### src/verilog/pcdt_pkg.sv
// Constants shared by the prescaled countdown timer
package pcdt_pkg;

   // ************************************************************
   // Register map
   // ************************************************************
   localparam int PCDT_AW = 8;
   localparam logic [7:0] PCDT_OFS_CSR = 8'h0D;
   localparam logic [7:0] PCDT_OFS_VALUE = 8'h0E;

   // ************************************************************
   // Control/status fields
   // ************************************************************
   localparam int PCDT_BIT_FLAG = 7;
   localparam int PCDT_BIT_FLAG_CLR = 6;
   localparam int PCDT_BIT_IE = 5;
   localparam int PCDT_BIT_EN = 4;
   localparam int PCDT_PS_LSB = 0;
   localparam int PCDT_PS_W = 3;
   localparam int PCDT_DIV_W = 7;

   // ************************************************************
   // Reset values
   // ************************************************************
   localparam logic [2:0] PCDT_PS_RESET = 3'h4;
   localparam logic [7:0] PCDT_COUNT_POR = 8'hFF;
   localparam logic [7:0] PCDT_COUNT_ONE = 8'h01;
   localparam logic [7:0] PCDT_COUNT_ZERO = 8'h00;
   localparam logic [7:0] PCDT_RD_IDLE = 8'h00;

   // ************************************************************
   // Timing
   // ************************************************************
   localparam int PCDT_STAB_CYCLES = 64;
   localparam int PCDT_STAB_W = 16;

endpackage : pcdt_pkg

### src/verilog/pcdt_ctl_if.sv
// Signals between the timer core, its prescaler and its stop control
`timescale 1ns/100ps
interface pcdt_ctl_if;
   logic run;
   logic clr;
   logic [2:0] sel;
   logic tick;
   logic stop_mode;
   logic halt;
   logic resume;

   modport core (output run, output clr, output sel, input tick,
      output stop_mode, input halt, input resume);
   modport presc (input run, input clr, input sel, output tick);
   modport stopc (input stop_mode, output halt, output resume);
endinterface : pcdt_ctl_if

### src/verilog/pcdt_prescaler.sv
// Power-of-two prescaler feeding the countdown counter
`timescale 1ns/100ps
module pcdt_prescaler
   import pcdt_pkg::*;
#(
   parameter int DIV_W = PCDT_DIV_W
) (
   input wire logic clock,
   input wire logic rst,
   pcdt_ctl_if.presc ctl
);

   typedef struct packed {
      logic [DIV_W-1:0] div;
   } pcdt_presc_t;

   pcdt_presc_t st_ff;
   pcdt_presc_t nxt_st;
   logic [DIV_W-1:0] mask;

   // Ratio 1 gives an empty mask, so every running cycle ticks
   assign mask = DIV_W'((DIV_W+1)'(1) << ctl.sel) - DIV_W'(1);
   assign ctl.tick = ctl.run & ((st_ff.div & mask) == mask);

   always_comb begin
      nxt_st = st_ff;
      if (ctl.clr) begin
         nxt_st.div = '0;
      end else if (ctl.run) begin
         nxt_st.div = st_ff.div + DIV_W'(1);
      end
   end

   always_ff @(posedge clock) begin
      if (rst) begin
         st_ff <= '0;
      end else begin
         st_ff <= nxt_st;
      end
   end

endmodule : pcdt_prescaler

### src/verilog/pcdt_stop_ctl.sv
// Halts the timer in stop and times the stabilisation on exit
`timescale 1ns/100ps
module pcdt_stop_ctl
   import pcdt_pkg::*;
#(
   parameter int STAB_CYCLES = PCDT_STAB_CYCLES
) (
   input wire logic clock,
   input wire logic rst,
   pcdt_ctl_if.stopc ctl
);

   typedef enum logic [1:0] {RUNNING, STOPPED, STABILISE} pcdt_stop_st_t;

   typedef struct packed {
      pcdt_stop_st_t state;
      logic [PCDT_STAB_W-1:0] wait_cnt;
      logic resume;
   } pcdt_stop_t;

   pcdt_stop_t st_ff;
   pcdt_stop_t nxt_st;

   assign ctl.halt = (st_ff.state != RUNNING);
   assign ctl.resume = st_ff.resume;

   always_comb begin
      nxt_st = st_ff;
      nxt_st.resume = 1'b0;
      case (st_ff.state)
         RUNNING: begin
            if (ctl.stop_mode) begin
               nxt_st.state = STOPPED;
            end
         end
         STOPPED: begin
            if (!ctl.stop_mode) begin
               nxt_st.state = STABILISE;
               nxt_st.wait_cnt = PCDT_STAB_W'(STAB_CYCLES - 1);
            end
         end
         STABILISE: begin
            if (st_ff.wait_cnt == '0) begin
               nxt_st.state = RUNNING;
               nxt_st.resume = 1'b1;
            end else begin
               nxt_st.wait_cnt = st_ff.wait_cnt - PCDT_STAB_W'(1);
            end
         end
         default: begin
            nxt_st.state = RUNNING;
         end
      endcase
   end

   always_ff @(posedge clock) begin
      if (rst) begin
         st_ff <= '{state: RUNNING, wait_cnt: '0, resume: 1'b0};
      end else begin
         st_ff <= nxt_st;
      end
   end

endmodule : pcdt_stop_ctl

### src/verilog/pcdt_timer.sv
// Prescaled 8-bit countdown timer with register port
// Notes on behaviour
// - eight-bit counter decrements per prescaler pulse
// - counter writes preset, reads return count
// - reaching zero sets the zero flag
// - interrupt request when flag and enable set
// - counting continues after zero is reached
// - reads never disturb counting; value stable
// - flag holds until cleared by write one or by a counter write
// - clear bit write-only, one clears, zero ignored
// - counter write discards a pending interrupt
// - flag readable as status without interrupts
// - counter clock is bus clock over ratio
// - select codes give ratios 1 to 128
// - reset selects divide by sixteen
// - enable bit gates timer, cleared by reset
// - power-on interval timed with full count
// - watchdog clock taken from counter zero events
// - stop halts; exit clears to zero, resumes
// - wait keeps counting; interrupt wakes processor
`timescale 1ns/100ps
module pcdt_timer
   import pcdt_pkg::*;
#(
   parameter int STAB_CYCLES = PCDT_STAB_CYCLES,
   parameter int DIV_W = PCDT_DIV_W
) (
   input wire logic clock,
   input wire logic rst,
   input wire logic [PCDT_AW-1:0] addr,
   input wire logic [7:0] wdata,
   input wire logic wr,
   input wire logic rd,
   output logic [7:0] rdata,
   output logic irq,
   output logic por_busy,
   output logic wd_tick,
   input wire logic stop_mode,
   input wire logic wait_mode,
   output logic wake
);

   // ************************************************************
   // State
   // ************************************************************
   typedef struct packed {
      logic [7:0] count;
      logic flag;
      logic ie;
      logic en;
      logic [PCDT_PS_W-1:0] ps;
      logic por_active;
      logic [7:0] rdata;
      logic wd_tick;
   } pcdt_core_t;

   // Power-on leaves the count full and the ratio at sixteen
   localparam pcdt_core_t PCDT_CORE_RST = '{
      count: PCDT_COUNT_POR,
      flag: 1'b0,
      ie: 1'b0,
      en: 1'b0,
      ps: PCDT_PS_RESET,
      por_active: 1'b1,
      rdata: PCDT_RD_IDLE,
      wd_tick: 1'b0
   };

   pcdt_core_t st_ff;
   pcdt_core_t nxt_st;

   pcdt_ctl_if ctl ();

   // ************************************************************
   // Decoded bus cycle
   // ************************************************************
   logic wr_csr;
   logic wr_value;
   logic rd_csr;
   logic rd_value;
   logic counting;
   logic zero_hit;
   logic [7:0] csr_view;

   assign wr_csr = wr && (addr == PCDT_OFS_CSR);
   assign wr_value = wr && (addr == PCDT_OFS_VALUE);
   assign rd_csr = rd && (addr == PCDT_OFS_CSR);
   assign rd_value = rd && (addr == PCDT_OFS_VALUE);

   // ************************************************************
   // Control/status view
   // ************************************************************
   // The clear bit has no storage and always reads back as zero
   always_comb begin
      csr_view = 8'h00;
      csr_view[PCDT_BIT_FLAG] = st_ff.flag;
      csr_view[PCDT_BIT_IE] = st_ff.ie;
      csr_view[PCDT_BIT_EN] = st_ff.en;
      csr_view[PCDT_PS_LSB +: PCDT_PS_W] = st_ff.ps;
   end

   // ************************************************************
   // Prescaler and stop control hookup
   // ************************************************************
   // The power-on interval runs even though software has not yet
   // set the enable bit
   assign counting = (st_ff.en | st_ff.por_active) & ~ctl.halt;
   // A preset restarts the divider so the first decrement after it
   // takes a full prescaler period
   assign ctl.run = counting & ~wr_value;
   assign ctl.clr = wr_value;
   assign ctl.sel = st_ff.ps;
   assign ctl.stop_mode = stop_mode;

   pcdt_prescaler #(
      .DIV_W(DIV_W)
   ) u_prescaler (
      .clock(clock),
      .rst(rst),
      .ctl(ctl.presc)
   );

   pcdt_stop_ctl #(
      .STAB_CYCLES(STAB_CYCLES)
   ) u_stop_ctl (
      .clock(clock),
      .rst(rst),
      .ctl(ctl.stopc)
   );

   // ************************************************************
   // Next-state logic
   // ************************************************************
   always_comb begin
      nxt_st = st_ff;
      nxt_st.rdata = PCDT_RD_IDLE;
      nxt_st.wd_tick = 1'b0;
      zero_hit = 1'b0;

      // Reads only sample; the count is never touched here
      if (rd_csr) begin
         nxt_st.rdata = csr_view;
      end else if (rd_value) begin
         nxt_st.rdata = st_ff.count;
      end

      // Control writes; the select field takes the written code
      if (wr_csr) begin
         nxt_st.ie = wdata[PCDT_BIT_IE];
         nxt_st.en = wdata[PCDT_BIT_EN];
         nxt_st.ps = wdata[PCDT_PS_LSB +: PCDT_PS_W];
      end

      // Counter update: stop exit first, then preset, then tick
      if (ctl.resume) begin
         nxt_st.count = PCDT_COUNT_ZERO;
         zero_hit = 1'b1;
      end else if (wr_value) begin
         nxt_st.count = wdata;
         nxt_st.flag = 1'b0;
      end else if (ctl.tick) begin
         // Wraps from zero to all ones and keeps going
         nxt_st.count = st_ff.count - PCDT_COUNT_ONE;
         zero_hit = (st_ff.count == PCDT_COUNT_ONE);
      end

      // Write-one clears; a zero in that bit does nothing
      if (wr_csr && wdata[PCDT_BIT_FLAG_CLR]) begin
         nxt_st.flag = 1'b0;
      end

      // A zero arrival in the clearing cycle still sets the flag
      if (zero_hit) begin
         nxt_st.flag = 1'b1;
         nxt_st.wd_tick = 1'b1;
      end

      // The first arrival at zero ends the power-on interval
      if (st_ff.por_active && zero_hit) begin
         nxt_st.por_active = 1'b0;
      end
   end

   // ************************************************************
   // State register
   // ************************************************************
   always_ff @(posedge clock) begin
      if (rst) begin
         st_ff <= PCDT_CORE_RST;
      end else begin
         st_ff <= nxt_st;
      end
   end

   // ************************************************************
   // Outputs
   // ************************************************************
   assign rdata = st_ff.rdata;
   assign irq = st_ff.flag & st_ff.ie;
   assign por_busy = st_ff.por_active;
   assign wd_tick = st_ff.wd_tick;
   // Counting is unaffected by wait, so an enabled event wakes
   assign wake = wait_mode & st_ff.flag & st_ff.ie;

endmodule : pcdt_timer

### config.mk
export PLATFORM = sky130hd
export DESIGN_NAME = pcdt_timer
export DESIGN_NICKNAME = d
export VERILOG_FILES = /design/src/verilog/pcdt_pkg.sv /design/src/verilog/pcdt_ctl_if.sv /design/src/verilog/pcdt_prescaler.sv /design/src/verilog/pcdt_stop_ctl.sv /design/src/verilog/pcdt_timer.sv
export SDC_FILE = /design/constraint.sdc
export NUM_CORES = 1
export LEC_CHECK = 0
export BUFFER_PORTS_ARGS = -buffer_cell sky130_fd_sc_hd__buf_4
export CORE_AREA = 2 2 90 92
export DETAILED_ROUTE_END_ITERATION = 7
export DIE_AREA = 0 0 92 94
export PLACE_DENSITY = 0.58
export SYNTH_ARGS = -nofsm -noshare
export SYNTH_HDL_FRONTEND = slang
export SYNTH_HIERARCHICAL = 1
export SYNTH_SLANG_ARGS = --single-unit
### constraint.sdc
create_clock -name clock -period 8.3 [get_ports clock]
set_clock_uncertainty 0.05 [all_clocks]
set_input_delay 2.49 -clock clock [delete_from_list [all_inputs] [get_ports clock]]
set_output_delay 2.49 -clock clock [all_outputs]
set_load 0.03 [all_outputs]
==> reports/metrics.csv <==
stage,metric,value,unit
run_status,status,"finished, final reports clean",
layout,layoutNonFillerInstCount,398,
setup_path,cpMaxStageDelayCell,nor3_1,
setup_path,worstPathMaxFanout,14,
timing,maxSlewViolCount,0,
placed_design,post-dp-hpwl,4.02,mm
power,power_frac_comb,0.162,
clock_network,tritoncts,done,
die,die_x,92,um
setup_path,critical_path.cell_chain,buf_4 -> and4b_1 -> nand3_2 -> inv_1 -> nor3_1 -> nand2_1 -> a211oi_1 -> or4b_4 -> nor3b_1 -> xor2_1 -> a221o_1,
setup_path,crit_start,addr[1],
layout,final_core_util,0.383,
placed_design,dp_cells,390,
synthesis,synth_xor_area_frac,0.0416,
run,maxCapViolCount,0,
placed_design,port_buffers,33,
synthesis,ys_seq_area_frac,0.397,
synthesis,synth_top_family_by_area,simple AND/OR/NAND/NOR gates,
synthesis,ys_seq_elements,50,
clock_network,cts_resized,0,
power,pwr-share-seq,0.502,
die,std_cell_rows,32,
power,p_total,0.518,mW
synthesis,synth.area.mux_share,0.0397,
synthesis,synthArstFlopShare,0,
setup_path,critical_path_class,in -> reg,
routing,wire_per_inst,14.1,um
timing,grt_setup_unrepaired,false,
clock_network,clk_pin_slew,100,ps
synthesis,synth_fp_nets,299,
die,core,7610,um2
worst_hold_path,hold_path.class,reg -> reg,
routing,first_iter_violations,51,
timing,finalCriticalPeriod,5690,ps
clock_network,cts.sinks,50,
power,power_density,178,nW/um2
clock_network,cts-root-buf,clkbuf_8,
power,peakVddDrop,0.0000804,V
global_route,grt_max_degree,32,
global_route,overflow,0,
clock_network,postCtsHoldBufs,0,
timing,setup_tns,0,ps
synthesis,yosysWarnings,6,
setup_path,critPathLaunchType,input port,
power,switchingPower,0.143,mW
setup_path,end_kind,flop,
routing,dr_wl_met3,278,um
clock_network,clk_latency,310,ps
timing,period_share,0.686,
synthesis,synth_compound_area_frac,0.167,
power,p_leak,1.19,nW
layout,antenna_cells,0,
synthesis,ys.flop_type,dfxtp_1,
global_route,grt_pass1_vias,1962,
synthesis,synthesis.area,2520,um2
routing,routed_wl,5.63,mm
routing,highest-signal-layer,met4,
clock_network,post_cts_buffers,0,
placed_design,gp_congestion,0.772,
routing,drc,0,
timing,relSlewSlack,0.465,
setup_path,r2r_start,u_stop_ctl/st_ff[18],
synthesis,synthCells,273,
clock_network,cts_made_buffers,5,
clock_network,cts.htree.levels,2,
synthesis,synth_edf_count,0,
setup_path,required,8460,ps
power,switching_share,0.275,
die,start_util,0.332,
setup_path,arrival,5850,ps
global_route,groute.usage.overall,0.135,
timing,tightest_slew,800,ps
setup_path,slowest_delay,670,ps
routing,via_per_inst,5.30,
timing,finalSetupViolations,0,
routing,wl_met2,2.64,mm
placed_design,postPlaceCellArea,2800,um2
synthesis,syn_area_per_cell,9.24,um2
routing,firstDrtPassIters,4,
layout,area_growth,15.4,%
clock_network,clk_path_buf_depth,2,
timing,hold_violations,0,
synthesis,synth-adder-area-share,0.0198,
layout,fin_area,2910,um2
layout,fin_nets,321,
routing,vias,2111,
routing,wl_met1,2.64,mm
die,die_h,94,um
synthesis,yosysUniqueCellTypes,58,
timing,fmax,0.176,GHz
power,pwr-share-clk,0.335,
synthesis,yosys.area_share.simple,0.279,
layout,final.fill_count,779,
global_route,antenna_found_initial,0,
worst_hold_path,worstHoldStart,u_prescaler/st_ff[6],
die,die-area,8650,um2
routing,ant_nets,0,
power,p_int,0.375,mW
die,num_io_pins,34,
global_route,grt_pass1_wl,9.41,mm
layout,drive_gt1_frac,0.209,
-- synthesized netlist by cell type, types with 2 or more instances --
cell type	n	area, um2
o31ai_1	8	60.1
nor3b_1	4	30.0
dfxtp_1	50	1000
a22o_1	6	52.6
nand3_2	2	20.0
or3_1	5	31.3
and4_2	2	20.0
a311oi_1	2	17.5
and3_2	2	15.0
a211oi_1	4	30.0
o21bai_1	2	15.0
nor4b_1	3	26.3
nand2_1	16	60.1
and4b_1	4	40.0
a21oi_1	13	65.1
nand4_1	7	43.8
a21o_1	3	22.5
nor4_2	2	25.0
ha_1	4	50.1
nor4_1	3	18.8
nor3_1	9	45.0
a311o_1	3	30.0
and2_1	3	18.8
or2_2	3	18.8
nor2_1	21	78.8
inv_1	10	37.5
mux2i_1	10	100
nand3_1	2	10.0
clkbuf_1	8	30.0
xnor2_1	4	35.0
nor4_4	2	42.5
o21ai_0	6	30.0
or4_1	5	37.5
nand2b_1	2	12.5
buf_4	8	60.1
a31oi_1	4	25.0
xor2_1	8	70.1
nor2b_1	2	12.5
buf_2	2	10.0
-- registers in the layout, indices dropped and copies added, names as in the netlist --
register / flops
u_stop_ctl/st_ff: 18
rdata: 8
st_ff: 8
u_prescaler/st_ff: 7
csr_view: 3
ctl.sel: 3
por_busy: 1
u_stop_ctl/ctl.resume: 1
wd_tick: 1
-- metal layers --
| metal | GRT usage | vias up |
|---|---|---|
| met1 | 0.169 | 1012 |
| li1 | - | 1051 |
| met4 | 0.0448 | 0 |
| met5 | 0 | - |
| met3 | 0.0289 | 6 |
| met2 | 0.231 | 42 |
-- logic make-up after synthesis --
kind of cell	after synthesis
and+or+nand+nor	109
AOI/OAI and AO/OA	59
DFF	50
buffers and inverters	29
xor gates and xnor gates	12
muxes	10
adders and majority gates	4
-- layout by cell type (no fill, tap or decap), types with 3 or more instances in the layout --
master | Yosys | layout
a31oi_1 | 4 | 4
nor2_1 | 21 | 21
o31ai_1 | 8 | 8
buf_4 | 8 | 34
xnor2_1 | 4 | 4
a21oi_1 | 13 | 13
xor2_1 | 8 | 8
mux2i_1 | 10 | 10
ha_1 | 4 | 4
or3_1 | 5 | 5
inv_1 | 10 | 10
a22o_1 | 6 | 6
nand2_1 | 16 | 16
nor3b_1 | 4 | 4
or4_1 | 5 | 5
a21o_1 | 3 | 3
and2_1 | 3 | 3
dfxtp_1 | 50 | 50
and4b_1 | 4 | 4
or2_2 | 3 | 3
nor4b_1 | 3 | 3
a311o_1 | 3 | 3
clkbuf_8 | 0 | 5
o21ai_0 | 6 | 6
nor3_1 | 9 | 9
nor4_1 | 3 | 3
nand4_1 | 7 | 7
a211oi_1 | 4 | 4
-- critical path: cells and delay by family --
| kind | cells | cell delay (ps) |
|---|---|---|
| and+or+nand+nor | 6 | 1960 |
| AOI/OAI and AO/OA | 2 | 970 |
| buffers and inverters | 2 | 320 |
| xor gates and xnor gates | 1 | 100 |
-- worst paths after layout --
path | slack [ps] | depth (start not counted) | endpoint
worst min-delay path | 450 | 2 | u_prescaler/st_ff[6]
worst max register to register | 4830 | 8 | st_ff[22]
worst min register to register | 450 | 2 | u_prescaler/st_ff[6]
worst max-delay path | 2610 | 11 | st_ff[22]
-- per-stage QoR --
stage          worst slack [ps]  hold slack (ps)
2_1_floorplan              2760              405
3_3_place_gp               2430              424
3_5_place_dp               2320              432
4_1_cts                    2650              449
5_1_grt                    2320              469
6_report                   2610              447
-- layout make-up --
class                      count  area [um2]  area share
sequential                    50        1000       0.344
multi-input combinational    194        1380       0.474
inverter                      10        37.5      0.0129
clock inverter                 2        37.5      0.0129
timing repair buffer          34         255      0.0876
tap                          102         128      0.0438
clock buffer                   6        72.6      0.0249
-- power groups by stage --
stage | Sequential, mW | Combinational, mW | Clock [mW]
after floorplan | 0.263 | 0.0608 | 0
after global placement | 0.265 | 0.0833 | 0
after detailed placement | 0.265 | 0.0837 | 0
after CTS | 0.260 | 0.0843 | 0.180
after global routing | 0.262 | 0.0947 | 0.188
final | 0.260 | 0.0841 | 0.174
Power figures use the tool's default switching activity.
